File: config.mk
export PLATFORM = sky130hd
export DESIGN_NAME = rcpoc_top
export DESIGN_NICKNAME = d
export VERILOG_FILES = /design/src/common/rcpoc_pkg.sv /design/src/rtl/rcpoc_top.sv
export SDC_FILE = /design/constraint.sdc
export NUM_CORES = 1
export LEC_CHECK = 0
export BUFFER_PORTS_ARGS = -buffer_cell sky130_fd_sc_hd__clkbuf_2
export CELL_PAD_IN_SITES_DETAIL_PLACEMENT = 0
export CELL_PAD_IN_SITES_GLOBAL_PLACEMENT = 1
export CORE_ASPECT_RATIO = 0.9
export CORE_MARGIN = 1.5
export CORE_UTILIZATION = 38
export CTS_BUF_LIST = sky130_fd_sc_hd__clkbuf_4
export CTS_CLUSTER_DIAMETER = 150
export DETAILED_ROUTE_END_ITERATION = 7
export PLACE_DENSITY_LB_ADDON = 0.1
export SETUP_SLACK_MARGIN = 0.05
export SYNTH_ARGS = -nofsm -noshare
export SYNTH_HDL_FRONTEND = slang
export SYNTH_SLANG_ARGS = --single-unit
File: constraint.sdc
create_clock -name MCLK -period 2.1 [get_ports MCLK]
set_input_delay 0.105 -clock MCLK [delete_from_list [all_inputs] [get_ports MCLK]]
set_output_delay 0.105 -clock MCLK [all_outputs]
set_load 0.02 [all_outputs]
File: src/common/rcpoc_pkg.sv
// constants shared by the reset-cause and power-on-clear block
package rcpoc_pkg;
  // register address
  localparam logic [19:0] RESET_CAUSE_ADDR   = 20'hfffa8;
  // cause bit positions
  localparam int          TRAP_BIT           = 7;
  localparam int          WDOG_BIT           = 4;
  localparam int          LVOLT_BIT          = 0;
  // reset values
  localparam logic [7:0]  CAUSE_RST          = 8'h00;
  localparam logic [7:0]  LVL_SEL_RST        = 8'h0e;
  localparam logic [7:0]  LVCTL_RST          = 8'h00;
  // control value when the detector is started by default: reset mode bit 1
  localparam logic [7:0]  LVCTL_DEFON        = 8'h82;
  localparam logic [7:0]  ILLEGAL_OPCODE     = 8'hff;
endpackage : rcpoc_pkg

File: src/rtl/rcpoc_top.sv
// reset-cause capture and power-on-clear reset control
`timescale 1ns/10ps
module rcpoc_top (
  // clock, reset, enable
  input  wire logic        MCLK,
  input  wire logic        RST_N,
  input  wire logic        CLK_EN,
  // reset sources (pins and analog comparators, asynchronous)
  input  wire logic        RESET_PIN_N,
  input  wire logic        SUPPLY_RISE_OK,
  input  wire logic        SUPPLY_FALL_LOW,
  input  wire logic        LOWVOLT_BELOW,
  // reset sources from same-clock logic
  input  wire logic        WATCHDOG_TIMER_RST,
  input  wire logic        OPCODE_VALID,
  input  wire logic [7:0]  OPCODE,
  // option byte, lowvolt_default_disable
  input  wire logic        LOWVOLT_DEFAULT_DISABLE,
  // register port
  input  wire logic [19:0] REG_ADDR,
  input  wire logic        REG_RD,
  input  wire logic        REG_WR,
  input  wire logic [7:0]  REG_WDATA,
  input  wire logic        LVL_SEL_WR,
  input  wire logic        LVCTL_WR,
  output logic      [7:0]  REG_RDATA,
  // state out
  output logic             INT_RESET,
  output logic      [7:0]  LOWVOLT_LEVEL_SELECT,
  output logic      [7:0]  LOWVOLT_DETECT_CONTROL
);

  typedef enum logic [1:0] {
    RCPOC_ST_POWERUP = 2'b00,
    RCPOC_ST_RUN     = 2'b01,
    RCPOC_ST_RESET   = 2'b10
  } rcpoc_state_t;

  // three-stage synchronisers for the asynchronous inputs
  logic [2:0] s_pin_r, s_rise_r, s_fall_r, s_lv_r;
  logic [2:0] s_pin_nxt, s_rise_nxt, s_fall_nxt, s_lv_nxt;
  logic       pin_q_r, rise_q_r, fall_q_r, lv_q_r;
  logic       pin_q_nxt, rise_q_nxt, fall_q_nxt, lv_q_nxt;

  // filtered value follows only when stages two and three agree
  function automatic logic agree(input logic [2:0] s, input logic q);
    agree = (s[1] == s[2]) ? s[2] : q;
  endfunction : agree

  always_comb begin
    s_pin_nxt  = {s_pin_r[1:0], RESET_PIN_N};
    s_rise_nxt = {s_rise_r[1:0], SUPPLY_RISE_OK};
    s_fall_nxt = {s_fall_r[1:0], SUPPLY_FALL_LOW};
    s_lv_nxt   = {s_lv_r[1:0], LOWVOLT_BELOW};
    pin_q_nxt  = agree(s_pin_r, pin_q_r);
    rise_q_nxt = agree(s_rise_r, rise_q_r);
    fall_q_nxt = agree(s_fall_r, fall_q_r);
    lv_q_nxt   = agree(s_lv_r, lv_q_r);
  end

  // safe constants at reset: pin released, supply low, below threshold
  always_ff @(posedge MCLK or negedge RST_N) begin
    if (!RST_N) begin
      s_pin_r  <= 3'h7;
      s_rise_r <= 3'h0;
      s_fall_r <= 3'h7;
      s_lv_r   <= 3'h7;
      pin_q_r  <= 1'b1;
      rise_q_r <= 1'b0;
      fall_q_r <= 1'b1;
      lv_q_r   <= 1'b1;
    end else if (CLK_EN) begin
      s_pin_r  <= s_pin_nxt;
      s_rise_r <= s_rise_nxt;
      s_fall_r <= s_fall_nxt;
      s_lv_r   <= s_lv_nxt;
      pin_q_r  <= pin_q_nxt;
      rise_q_r <= rise_q_nxt;
      fall_q_r <= fall_q_nxt;
      lv_q_r   <= lv_q_nxt;
    end
  end

  // reset requests
  logic req_pin, req_poc, req_trap, req_wdog, req_lv, req_any, lv_rst_en;
  assign lv_rst_en = LOWVOLTAGE_RESET_MODE(LOWVOLT_DETECT_CONTROL);
  assign req_pin   = !pin_q_r;
  // power-on-clear: supply not yet risen, or fallen below threshold
  assign req_poc   = !rise_q_r || fall_q_r;
  assign req_trap  = OPCODE_VALID && (OPCODE == rcpoc_pkg::ILLEGAL_OPCODE);
  assign req_wdog  = WATCHDOG_TIMER_RST;
  assign req_lv    = lv_q_r && lv_rst_en;
  assign req_any   = req_pin || req_poc || req_trap || req_wdog || req_lv;

  // control bit 1 selects reset mode, bit 7 enables the detector
  function automatic logic LOWVOLTAGE_RESET_MODE(input logic [7:0] c);
    LOWVOLTAGE_RESET_MODE = c[7] && c[1];
  endfunction : LOWVOLTAGE_RESET_MODE

  rcpoc_state_t state_r, state_nxt;
  logic [7:0]   cause_r, cause_nxt;
  logic [7:0]   lvsel_r, lvsel_nxt;
  logic [7:0]   lvctl_r, lvctl_nxt;
  logic [7:0]   rdata_r, rdata_nxt;
  logic         irst_r, irst_nxt;
  logic         cause_rd;

  assign cause_rd = REG_RD && (REG_ADDR == rcpoc_pkg::RESET_CAUSE_ADDR);

  // request groups shared by several registers
  logic cause_take;
  logic req_clear;
  logic req_reinit;
  logic reg_open;

  // only bits with a source can ever hold a one
  localparam logic [7:0] CAUSE_MASK = (8'h01 << rcpoc_pkg::TRAP_BIT) |
                                      (8'h01 << rcpoc_pkg::WDOG_BIT) |
                                      (8'h01 << rcpoc_pkg::LVOLT_BIT);

  // a read counts only while the core runs; reads in reset are dropped
  assign cause_take = cause_rd && (state_r == RCPOC_ST_RUN);
  // pin and power-on-clear wipe the whole cause register
  assign req_clear  = req_pin || req_poc;
  // every source but the detector reloads its settings
  assign req_reinit = req_clear || req_trap || req_wdog;
  // register writes land only in the run state with no request pending
  assign reg_open   = (state_r == RCPOC_ST_RUN) && !req_any;

  // sequencer next state: power-up hold, run, reset while a request stands
  always_comb begin
    state_nxt = state_r;
    irst_nxt  = irst_r;
    unique case (state_r)
      RCPOC_ST_POWERUP: begin
        // held until the pin is released and the supply and, if default-on, the comparator are good
        irst_nxt = 1'b1;
        if (!req_poc && !req_pin &&
            (LOWVOLT_DEFAULT_DISABLE || !lv_q_r)) begin
          state_nxt = RCPOC_ST_RUN;
          irst_nxt  = 1'b0;
        end
      end
      RCPOC_ST_RUN: begin
        // even a one-cycle pulse from the watchdog or decode enters reset
        if (req_any) begin
          state_nxt = RCPOC_ST_RESET;
          irst_nxt  = 1'b1;
        end
      end
      RCPOC_ST_RESET: begin
        // internal reset stays high and register writes are blocked while the request stands
        irst_nxt = 1'b1;
        if (!req_any) begin
          state_nxt = RCPOC_ST_RUN;
          irst_nxt  = 1'b0;
        end
      end
      default: begin
        // the fourth code is unused; recover through the power-up hold
        state_nxt = RCPOC_ST_POWERUP;
        irst_nxt  = 1'b1;
      end
    endcase
  end

  // sequencer registers; internal reset stays high from power-up
  always_ff @(posedge MCLK or negedge RST_N) begin
    if (!RST_N) begin
      state_r <= RCPOC_ST_POWERUP;
      irst_r  <= 1'b1;
    end else if (CLK_EN) begin
      state_r <= state_nxt;
      irst_r  <= irst_nxt;
    end
  end

  // cause flags: a read clears, but a set in the same cycle wins
  always_comb begin
    cause_nxt = cause_r;
    if (cause_take) begin
      cause_nxt = rcpoc_pkg::CAUSE_RST;
    end
    if (req_clear) begin
      // pin and power-on-clear win over every other source
      cause_nxt = rcpoc_pkg::CAUSE_RST;
    end else begin
      // several sources in one cycle each leave their own flag
      if (req_trap) begin
        cause_nxt[rcpoc_pkg::TRAP_BIT] = 1'b1;
      end
      if (req_wdog) begin
        cause_nxt[rcpoc_pkg::WDOG_BIT] = 1'b1;
      end
      if (req_lv) begin
        // a default-on detector can set this before power-up ends
        cause_nxt[rcpoc_pkg::LVOLT_BIT] = 1'b1;
      end
    end
    // no write path exists, so software cannot forge a cause
    cause_nxt = cause_nxt & CAUSE_MASK;
  end

  // cause register
  always_ff @(posedge MCLK or negedge RST_N) begin
    if (!RST_N) begin
      cause_r <= rcpoc_pkg::CAUSE_RST;
    end else if (CLK_EN) begin
      cause_r <= cause_nxt;
    end
  end

  // level select: reloaded by all sources except the detector itself
  always_comb begin
    lvsel_nxt = lvsel_r;
    if (req_reinit) begin
      lvsel_nxt = rcpoc_pkg::LVL_SEL_RST;
    end else if (reg_open && REG_WR && LVL_SEL_WR) begin
      lvsel_nxt = REG_WDATA;
    end
  end

  // level select register
  always_ff @(posedge MCLK or negedge RST_N) begin
    if (!RST_N) begin
      lvsel_r <= rcpoc_pkg::LVL_SEL_RST;
    end else if (CLK_EN) begin
      lvsel_r <= lvsel_nxt;
    end
  end

  // detect control: the detector keeps running across its own reset,
  // so only the other sources reload it, from the option bit
  always_comb begin
    lvctl_nxt = lvctl_r;
    if (req_reinit) begin
      if (LOWVOLT_DEFAULT_DISABLE) begin
        lvctl_nxt = rcpoc_pkg::LVCTL_RST;
      end else begin
        lvctl_nxt = rcpoc_pkg::LVCTL_DEFON;
      end
    end else if (reg_open && REG_WR && LVCTL_WR) begin
      lvctl_nxt = REG_WDATA;
    end
  end

  // detect control register
  always_ff @(posedge MCLK or negedge RST_N) begin
    if (!RST_N) begin
      lvctl_r <= rcpoc_pkg::LVCTL_RST;
    end else if (CLK_EN) begin
      lvctl_r <= lvctl_nxt;
    end
  end

  // read data stands one cycle; idle cycles return zero so a stray
  // sample never shows a stale cause
  always_comb begin
    rdata_nxt = rcpoc_pkg::CAUSE_RST;
    if (cause_take) begin
      rdata_nxt = cause_r;
    end
  end

  // read data register
  always_ff @(posedge MCLK or negedge RST_N) begin
    if (!RST_N) begin
      rdata_r <= rcpoc_pkg::CAUSE_RST;
    end else if (CLK_EN) begin
      rdata_r <= rdata_nxt;
    end
  end

  // outputs come straight from the registers above
  assign REG_RDATA              = rdata_r;
  assign INT_RESET              = irst_r;
  assign LOWVOLT_LEVEL_SELECT   = lvsel_r;
  assign LOWVOLT_DETECT_CONTROL = lvctl_r;

endmodule : rcpoc_top

==> metrics.csv, run 1 <==
metric,value,unit
die_h,69.34,µm
fmax,574.8,MHz
worstHoldPathType,in2reg,
p_int,0.001269,W
grt_use_total,0.1774,
ioPinCount,75,
cts.sinks,41,
r2r_cells,4,
rows,23,
path_cells,and4bb_2 -> o31a_1 -> a21o_1 -> a221o_1,
grt_pass1_vias,1690,
path_class,reg2reg,
nets,291,
cts_tree,built,
drtIter0Drc,118,
ys_ff_latch,41,
yosys_most_used_dff,dfrtp_1,
grt_setup_unrepaired,false,
slowest_stage,dfstp_2,
cp.arrival,1.98,ns
period_share,0.8284,
finalHoldViolCount,0,
firstDrtPassIters,4,
status,"finished, final reports clean",
max_stage_delay,0.56,ns
powerDensity,747.4,nW/µm²
startpoint,fall_q_r,
start_kind,flop,
rr_startpoint,fall_q_r,
fill_cells,427,
synth_edf_count,0,
ys_warn_count,0,
worst_slew_pin_slew,0.5263,ns
clockPowerShare,0.219,
drc_errors,0,
crit_path_end_kind,flop,
synth_area_leader_cell,dfrtp_1,
antenna_found_initial,0,
cts.clk_slew.worst_paths,0.12,ns
required,2.34,ns
switchingPower,0.0005307,W
fin_util,0.5264,
ir_drop,0.0003904,V
r2r_end,LOWVOLT_DETECT_CONTROL[7],
fin_tns_setup,0,ns
antenna_cells,0,
slew_headroom,0.6478,
overflow,0,
cts_setup_buffers,0,
dieArea,5318,µm²
setup_viol,0,
fp.coreArea,4576,µm²
worstHoldPathCells,2,
area_growth,29.63,%
final_antenna_net_count,0,
numCtsBuffers,5,
clock_latency,0.34,ns
synth_cells,160,
portBuffers,69,
crit_path_max_fanout,8,
clock_path_buffers,2,
finalMaxSlewViolations,0,
seq_power_share,0.561,
sw_frac_of_total,0.2948,
cap_violations,0,
start_util,0.4061,
skew,0.01519,ns
hp-start,REG_WDATA[0],
ys_seq_area_frac,0.5630,
yosysUniqueCellTypes,41,
wl_per_cell,14.09,µm
grt_pass1_wl,7610,µm
root_buffer,clkbuf_4,
hold_end,LOWVOLT_LEVEL_SELECT[0],
grt_max_degree,48,
synth_most_common_cell,dfrtp_1,
rrSetupSlack,0.36,ns
ys_async_sr_fraction,1.000,
chipWidth,76.71,µm
syn_avg_cell_area,11.61,µm²
drive_above_1_share,0.4421,
layout_min_cycle_time,1.740,ns
dr_total_vias,1603,
netlist_area,1858,µm²
viasPerCell,5.273,
synth_common_cells,"dfrtp_1, dfstp_2, o21ai_0, a32o_1, nand2_1",
hold_ws,0.02131,ns
power_frac_comb,0.220,
gp_congestion,0.7420,
yosys-top-cells-area,"dfrtp_1, dfstp_2, a32o_1",
power_leakage,1.138,nW
dp_hpwl,3171,µm
wl,4282,µm
synth_top_area_frac,0.3367,
cts_max_level,2,
-- placed cells by master, fill, tap and decap left out, drive strengths merged, types with 2 or more instances in the layout --
master,n
clkbuf,76
dfrtp,25
dfstp,16
o21ai,15
nand2,12
a32o,12
dlygate4sd3,10
inv,9
mux2,8
o2bb2ai,5
a21oi,5
conb,5
nand3,4
nand4,3
and2,3
nand4b,3
o22a,3
a31o,3
a21o,2
a221o,2
buf,2
-- final cells by class --
class / count / area, µm² / share of cell area
timing repair buffer: 81 / 460.4 / 0.1912
clock buffer: 7 / 52.55 / 0.02182
sequential: 41 / 1046 / 0.4343
clock inverter: 1 / 5.005 / 0.002078
inverter: 9 / 33.78 / 0.01403
multi-input combinational: 103 / 733.2 / 0.3044
tap: 62 / 77.57 / 0.03221
-- metrics by stage --
stage                     cell area [µm²]  total power (W)  setup WS [ns]  instances
final                                2409         0.001800         0.3603        304
after global routing                 2409         0.001927         0.2313        304
after CTS                            2409         0.001833         0.3579        304
after global placement               2251         0.001388         0.3953        286
after detailed placement             2251         0.001408         0.3720        286
after floorplan                      1873         0.001265         0.4768        164
-- flip-flops by register name, indices dropped and copies added (netlist names) --
signal / flops
s_lv_r: 3
INT_RESET: 1
s_rise_r: 3
fall_q_r: 1
LOWVOLT_LEVEL_SELECT: 8
REG_RDATA: 3
state_r: 2
s_fall_r: 3
lv_q_r: 1
rise_q_r: 1
s_pin_r: 3
cause_r: 3
LOWVOLT_DETECT_CONTROL: 8
pin_q_r: 1
-- critical path, delay by kind of cell, from the launching register on --
| family | cells | cell delay, ns |
|---|---|---|
| AOI/OAI and AO/OA | 3 | 0.84 |
| and+or+nand+nor | 1 | 0.26 |
| DFF | 1 | 0.56 |
-- metal layers --
layer,vias up,track usage,wire length (µm)
li1,758,-,-
met1,783,0.2130,1817
met2,60,0.3019,2154
met3,2,0.05263,289
met4,0,0.06173,21
met5,-,0,0
-- logic make-up (layout without fill, tap and decap cells) --
group,count (synthesis),in the layout,synth area share
AND/OR/NAND/NOR,35,35,0.1111
buffers and inverters,20,98,0.05051
AO/OA/AOI/OAI,55,55,0.2249
multiplexers,8,8,0.04849
other,1,5,0.002018
flip-flops,41,41,0.5630
-- timing repair --
| item | 4_1_cts | 5_1_grt |
|---|---|---|
| hold buffers | 10 | 0 |
| hold endpoints to repair | 34 | 0 |
| gates resized for setup | 0 | 0 |
-- how the worst max path moves through the flow --
| stage | endpoint | cells after the start | slack, ns |
|---|---|---|---|
| floorplan | LOWVOLT_DETECT_CONTROL[1] | 4 | 0.48 |
| finish | LOWVOLT_DETECT_CONTROL[7] | 4 | 0.36 |
| global placement | LOWVOLT_DETECT_CONTROL[7] | 4 | 0.40 |
| detailed placement | LOWVOLT_DETECT_CONTROL[7] | 4 | 0.37 |
| CTS | LOWVOLT_DETECT_CONTROL[7] | 4 | 0.36 |
| global route | LOWVOLT_DETECT_CONTROL[5] | 4 | 0.23 |
-- power groups by stage --
stage               Combinational (W)  Sequential [W]  Clock, W
global placement             0.000370         0.00102         0
detailed placement           0.000382         0.00103         0
global route                 0.000450         0.00103  0.000449
floorplan                    0.000246         0.00102         0
finish                       0.000396         0.00101  0.000394
CTS                          0.000398         0.00101  0.000424
Note: power is estimated with default switching activity, not from simulation.
==> run 2, diff against run 1 <==
==> constraint.sdc (replaced) <==
create_clock -name MCLK -period 1.74 [get_ports MCLK]
set_input_delay 0.087 -clock MCLK [delete_from_list [all_inputs] [get_ports MCLK]]
set_output_delay 0.087 -clock MCLK [all_outputs]
set_load 0.02 [all_outputs]
==> run 2 against run 1 <==
Die area unchanged. First-iteration DRC count up 21%. Global-route usage up 0.14 points. Flip-flop and latch count unchanged. Critical path depth up 1. Final area up 5.1%. Largest cell class unchanged.
==> metrics.csv, run 2 (synthesized netlist as in run 1, its figures left out) <==
metric,value,unit
status,"finished, final reports clean",
dp_hpwl,3343,µm
powerDensity,935.0,nW/µm²
sw_frac_of_total,0.2819,
clock_path_buffers,2,
fp.coreArea,4576,µm²
rows,23,
grt_pass1_wl,7493,µm
start_kind,flop,
layout_min_cycle_time,1.649,ns
drtIter0Drc,143,
crit_path_max_fanout,5,
antenna_found_initial,0,
power_frac_comb,0.227,
ir_drop,0.0005805,V
grt_setup_unrepaired,true,
nets,302,
finalHoldViolCount,0,
crit_path_end_kind,flop,
gp_congestion,0.7786,
clock_latency,0.35,ns
firstDrtPassIters,4,
cp.arrival,1.89,ns
ioPinCount,75,
layout_commonest_cell,clkbuf_2,
overflow,0,
final_antenna_net_count,0,
period_share,0.9475,
numCtsBuffers,5,
p_int,0.001699,W
hold_ws,0.04585,ns
cts.sinks,41,
seq_power_share,0.517,
fin_tns_setup,0,ns
path_class,reg2reg,
cts_tree,built,
fin_util,0.5532,
fill_cells,417,
required,1.99,ns
cts.clk_slew.worst_paths,0.12,ns
switchingPower,0.0006671,W
setup_viol,0,
worst_slew_pin_slew,0.6257,ns
grt_use_total,0.1787,
clockPowerShare,0.257,
drive_above_1_share,0.4664,
grt_pass1_vias,1623,
wl_per_cell,14.20,µm
root_buffer,clkbuf_4,
viasPerCell,5.089,
antenna_cells,0,
final_cell_mix,"clkbuf_2, dfrtp_1, dfstp_2, o21ai_0, dlygate4sd3_1",
area_growth,36.23,%
chipWidth,76.71,µm
die_h,69.34,µm
portBuffers,69,
drc_errors,0,
slew_headroom,0.5829,
finalMaxSlewViolations,0,
cts_max_level,2,
power_leakage,1.198,nW
cap_violations,0,
dr_total_vias,1603,
fmax,606.6,MHz
start_util,0.4061,
power,0.002367,W
worstHoldPathType,in2reg,
wl,4473,µm
skew,0.008470,ns
grt_max_degree,27,
dieArea,5318,µm²
run 2: cell count changes in the layout (fill, tap and decap cells not counted), sizes merged:
| cell | before | now |
|---|---|---|
| buf | 2 | 10 |
| clkbuf | 76 | 75 |
| dlygate4sd3 | 10 | 13 |
| bufinv | 0 | 1 |
run 2: worst max-delay path: stages (launching register included):
cell      delay, ns
dfstp_2        0.55
and4bb_2       0.25
o31a_1         0.15
a21o_1         0.24
buf_4          0.16
a32o_1         0.20
run 2: area by class of cell:
class                           instances  area (µm²)  share of cell area
Timing Repair Buffer                   92       550.5              0.2175
Clock inverter                          2       33.78             0.01335
Clock buffer                            6       45.04             0.01780
Tap cell                               62       77.57             0.03065
Inverter                                9       33.78             0.01335
Multi-Input combinational cell        103       744.5              0.2941
Sequential cell                        41        1046              0.4132
run 2: final timing paths:
kind                            cells after the start       from                   endpoint  slack (ns)
worst max-delay path                                5   fall_q_r  LOWVOLT_DETECT_CONTROL[0]        0.09
worst min-delay path                                2     CLK_EN                  s_lv_r[2]        0.05
worst max register to register                      5   fall_q_r  LOWVOLT_DETECT_CONTROL[0]        0.09
worst min register to register                      2  INT_RESET                  INT_RESET        0.49
max in group asynchronous                           3      RST_N    LOWVOLT_LEVEL_SELECT[3]        0.83
min in group asynchronous                           2      RST_N                s_rise_r[0]        0.28
run 2: per-stage QoR:
stage / cell area [µm²] / std cells / worst slack [ns]
after global placement: 2288 / 291 / 0.1003
final: 2531 / 315 / 0.09136
after global routing: 2531 / 315 / 0.03307
after detailed placement: 2288 / 291 / 0.01667
after CTS: 2502 / 312 / 0.06107
after floorplan: 1873 / 164 / 0.1168
run 2: per-layer routing:
metal | track usage | vias to the layer above | routed length, µm
met5 | 0 | - | 0
met3 | 0.04737 | 6 | 249
met2 | 0.2970 | 52 | 2234
met1 | 0.2179 | 767 | 1940
li1 | - | 778 | -
met4 | 0.07819 | 0 | 48
run 2: what timing repair did:
action / CTS / global route
endpoints found under the hold margin: 28 / 0
gates resized for setup: 2 / 3
setup buffers: 0 / 3
pin swaps: 1 / 1
setup endpoints to repair: 8 / 11
hold buffers: 13 / 0
run 2: power groups by stage:
stage               clock [W]  sequential, W  combinational (W)
finish               0.000608        0.00122           0.000536
global route         0.000667        0.00124           0.000599
CTS                  0.000635        0.00122           0.000505
detailed placement          0        0.00124           0.000477
global placement            0        0.00123           0.000461
floorplan                   0        0.00123           0.000296
==> run 3, diff against run 2 <==
--- a/config.mk
+++ b/config.mk
@@ -15,6 +15,7 @@
 export CTS_CLUSTER_DIAMETER = 150
 export DETAILED_ROUTE_END_ITERATION = 7
 export PLACE_DENSITY_LB_ADDON = 0.1
+export REMOVE_ABC_BUFFERS = 1
 export SETUP_SLACK_MARGIN = 0.05
 export SYNTH_ARGS = -nofsm -noshare
 export SYNTH_HDL_FRONTEND = slang
==> run 3 against run 2 <==
Largest power group unchanged. Cell count decreased by 1.3%. Global-route usage decreased by 0.15 points. Sequential share of layout area increased by 0.41 points. Largest cell class unchanged. Sequential power about the same. Hold slack got worse by 0.026 ns. First-iteration DRC count decreased by 38%. Worst setup slack improved by 0.017 ns.
==> metrics.csv, run 3 (synthesized netlist as in run 1, its figures left out) <==
metric,value,unit
status,"finished, final reports clean",
gp_congestion,0.8179,
ioPinCount,75,
root_buffer,clkbuf_4,
nets,298,
powerDensity,943.5,nW/µm²
clock_path_buffers,2,
drtIter0Drc,88,
grt_max_degree,48,
fin_util,0.5477,
fin_tns_setup,0,ns
drive_above_1_share,0.4699,
period_share,0.9378,
worstHoldPathCells,2,
grt_setup_unrepaired,true,
skew,0.01286,ns
cts.sinks,41,
cts_tree,built,
path_class,reg2reg,
layout_commonest_cell,clkbuf_2,
firstDrtPassIters,4,
ir_drop,0.0005308,V
antenna_cells,0,
postPlaceCellArea,2308,µm²
power_leakage,1.186,nW
required,1.99,ns
dieArea,5318,µm²
grt_pass1_vias,1595,
crit_path_end_kind,flop,
start_util,0.4061,
finalMaxSlewViolations,0,
power_frac_comb,0.224,
fp.coreArea,4576,µm²
setup_viol,0,
seq_power_share,0.516,
slowest_stage,dfstp_2,
dr_total_vias,1610,
hold_ws,0.02007,ns
sw_frac_of_total,0.2827,
worst_slew_pin_slew,0.4950,ns
antenna_found_initial,0,
cp.arrival,1.88,ns
final_antenna_net_count,0,
drc_errors,0,
clockPowerShare,0.259,
wl_per_cell,14.40,µm
worstHoldPathType,in2reg,
grt_pass1_wl,7555,µm
die_h,69.34,µm
area_growth,34.88,%
grt_use_total,0.1773,
numCtsBuffers,5,
finalHoldViolCount,0,
p_int,0.001696,W
rows,23,
path_cells,and4bb_2 -> o31a_1 -> a21o_1 -> buf_4 -> a32o_1,
chipWidth,76.71,µm
cts_max_level,2,
dp_hpwl,3451,µm
wl,4479,µm
viasPerCell,5.177,
clock_latency,0.35,ns
crit_path_max_fanout,4,
slew_headroom,0.6680,
start_kind,flop,
cts.clk_slew.worst_paths,0.12,ns
final_cell_mix,"clkbuf_2, dfrtp_1, dfstp_2, o21ai_0",
fmax,612.8,MHz
overflow,0,
stdcell_area,2506,µm²
cap_violations,0,
max_stage_delay,0.56,ns
portBuffers,69,
switchingPower,0.0006686,W
layout_min_cycle_time,1.632,ns
r2r_cells,5,
[run 3: cell count changes in the layout (fill, tap and decap cells not counted), sizes merged]
| cell | previous run | this run |
|---|---|---|
| dlygate4sd3 | 13 | 10 |
| buf | 10 | 9 |
[run 3: worst max-delay path, delay by kind of cell, from the launching register on]
family / cells / cell delay (ns)
AO/OA/AOI/OAI: 3 / 0.56
buffers and inverters: 1 / 0.16
flip-flops: 1 / 0.56
AND/OR/NAND/NOR: 1 / 0.25
[run 3: final timing paths]
path | start | end | slack, ns
min reg2reg | INT_RESET | INT_RESET | 0.48
min in group asynchronous | RST_N | rise_q_r | 0.10
min | REG_WDATA[5] | LOWVOLT_DETECT_CONTROL[5] | 0.02
max reg2reg | fall_q_r | LOWVOLT_DETECT_CONTROL[4] | 0.11
max | fall_q_r | LOWVOLT_DETECT_CONTROL[4] | 0.11
max in group asynchronous | RST_N | s_lv_r[2] | 1.05
[run 3: layer usage]
metal | part of all wire | global-route usage | vias to the layer above
li1 | - | - | 773
met1 | 0.45 | 0.2288 | 774
met2 | 0.48 | 0.2920 | 53
met3 | 0.053 | 0.03816 | 10
met4 | 0.016 | 0.06584 | 0
met5 | 0 | 0 | -
[run 3: repair_timing]
item                                    in CTS  in global routing
hold buffers                                10                  0
hold endpoints to repair                    38                  0
buffers inserted                             0                  1
resized for setup                            0                  5
endpoints found under the setup margin       0                 14
[run 3: stage by stage]
stage	power [W]	cells	setup WS [ns]
after global placement	0.001710	292	0.1221
after floorplan	0.001504	153	0.1167
after global routing	0.002501	311	0.04163
after CTS	0.002367	310	0.06961
after detailed placement	0.001739	292	0.09289
final	0.002364	311	0.1082
[run 3: final cells by class]
| type | instances | area (µm²) |
|---|---|---|
| fillers | 433 | 2069 |
| flip-flops and latches | 41 | 1046 |
| multi-input cells | 103 | 744.5 |
| repair buffers | 88 | 525.5 |
| clock inverters | 2 | 33.78 |
| inverters | 9 | 33.78 |
| well taps | 62 | 77.57 |
| clock buffers | 6 | 45.04 |
[run 3: power by group through the flow]
| stage | Sequential, W | Clock [W] | Combinational [W] |
|---|---|---|---|
| after global placement | 0.00123 | 0 | 0.000481 |
| after CTS | 0.00122 | 0.000624 | 0.000522 |
| after global routing | 0.00125 | 0.000659 | 0.000594 |
| final | 0.00122 | 0.000613 | 0.000531 |
| after detailed placement | 0.00124 | 0 | 0.000501 |
| after floorplan | 0.00123 | 0 | 0.000274 |
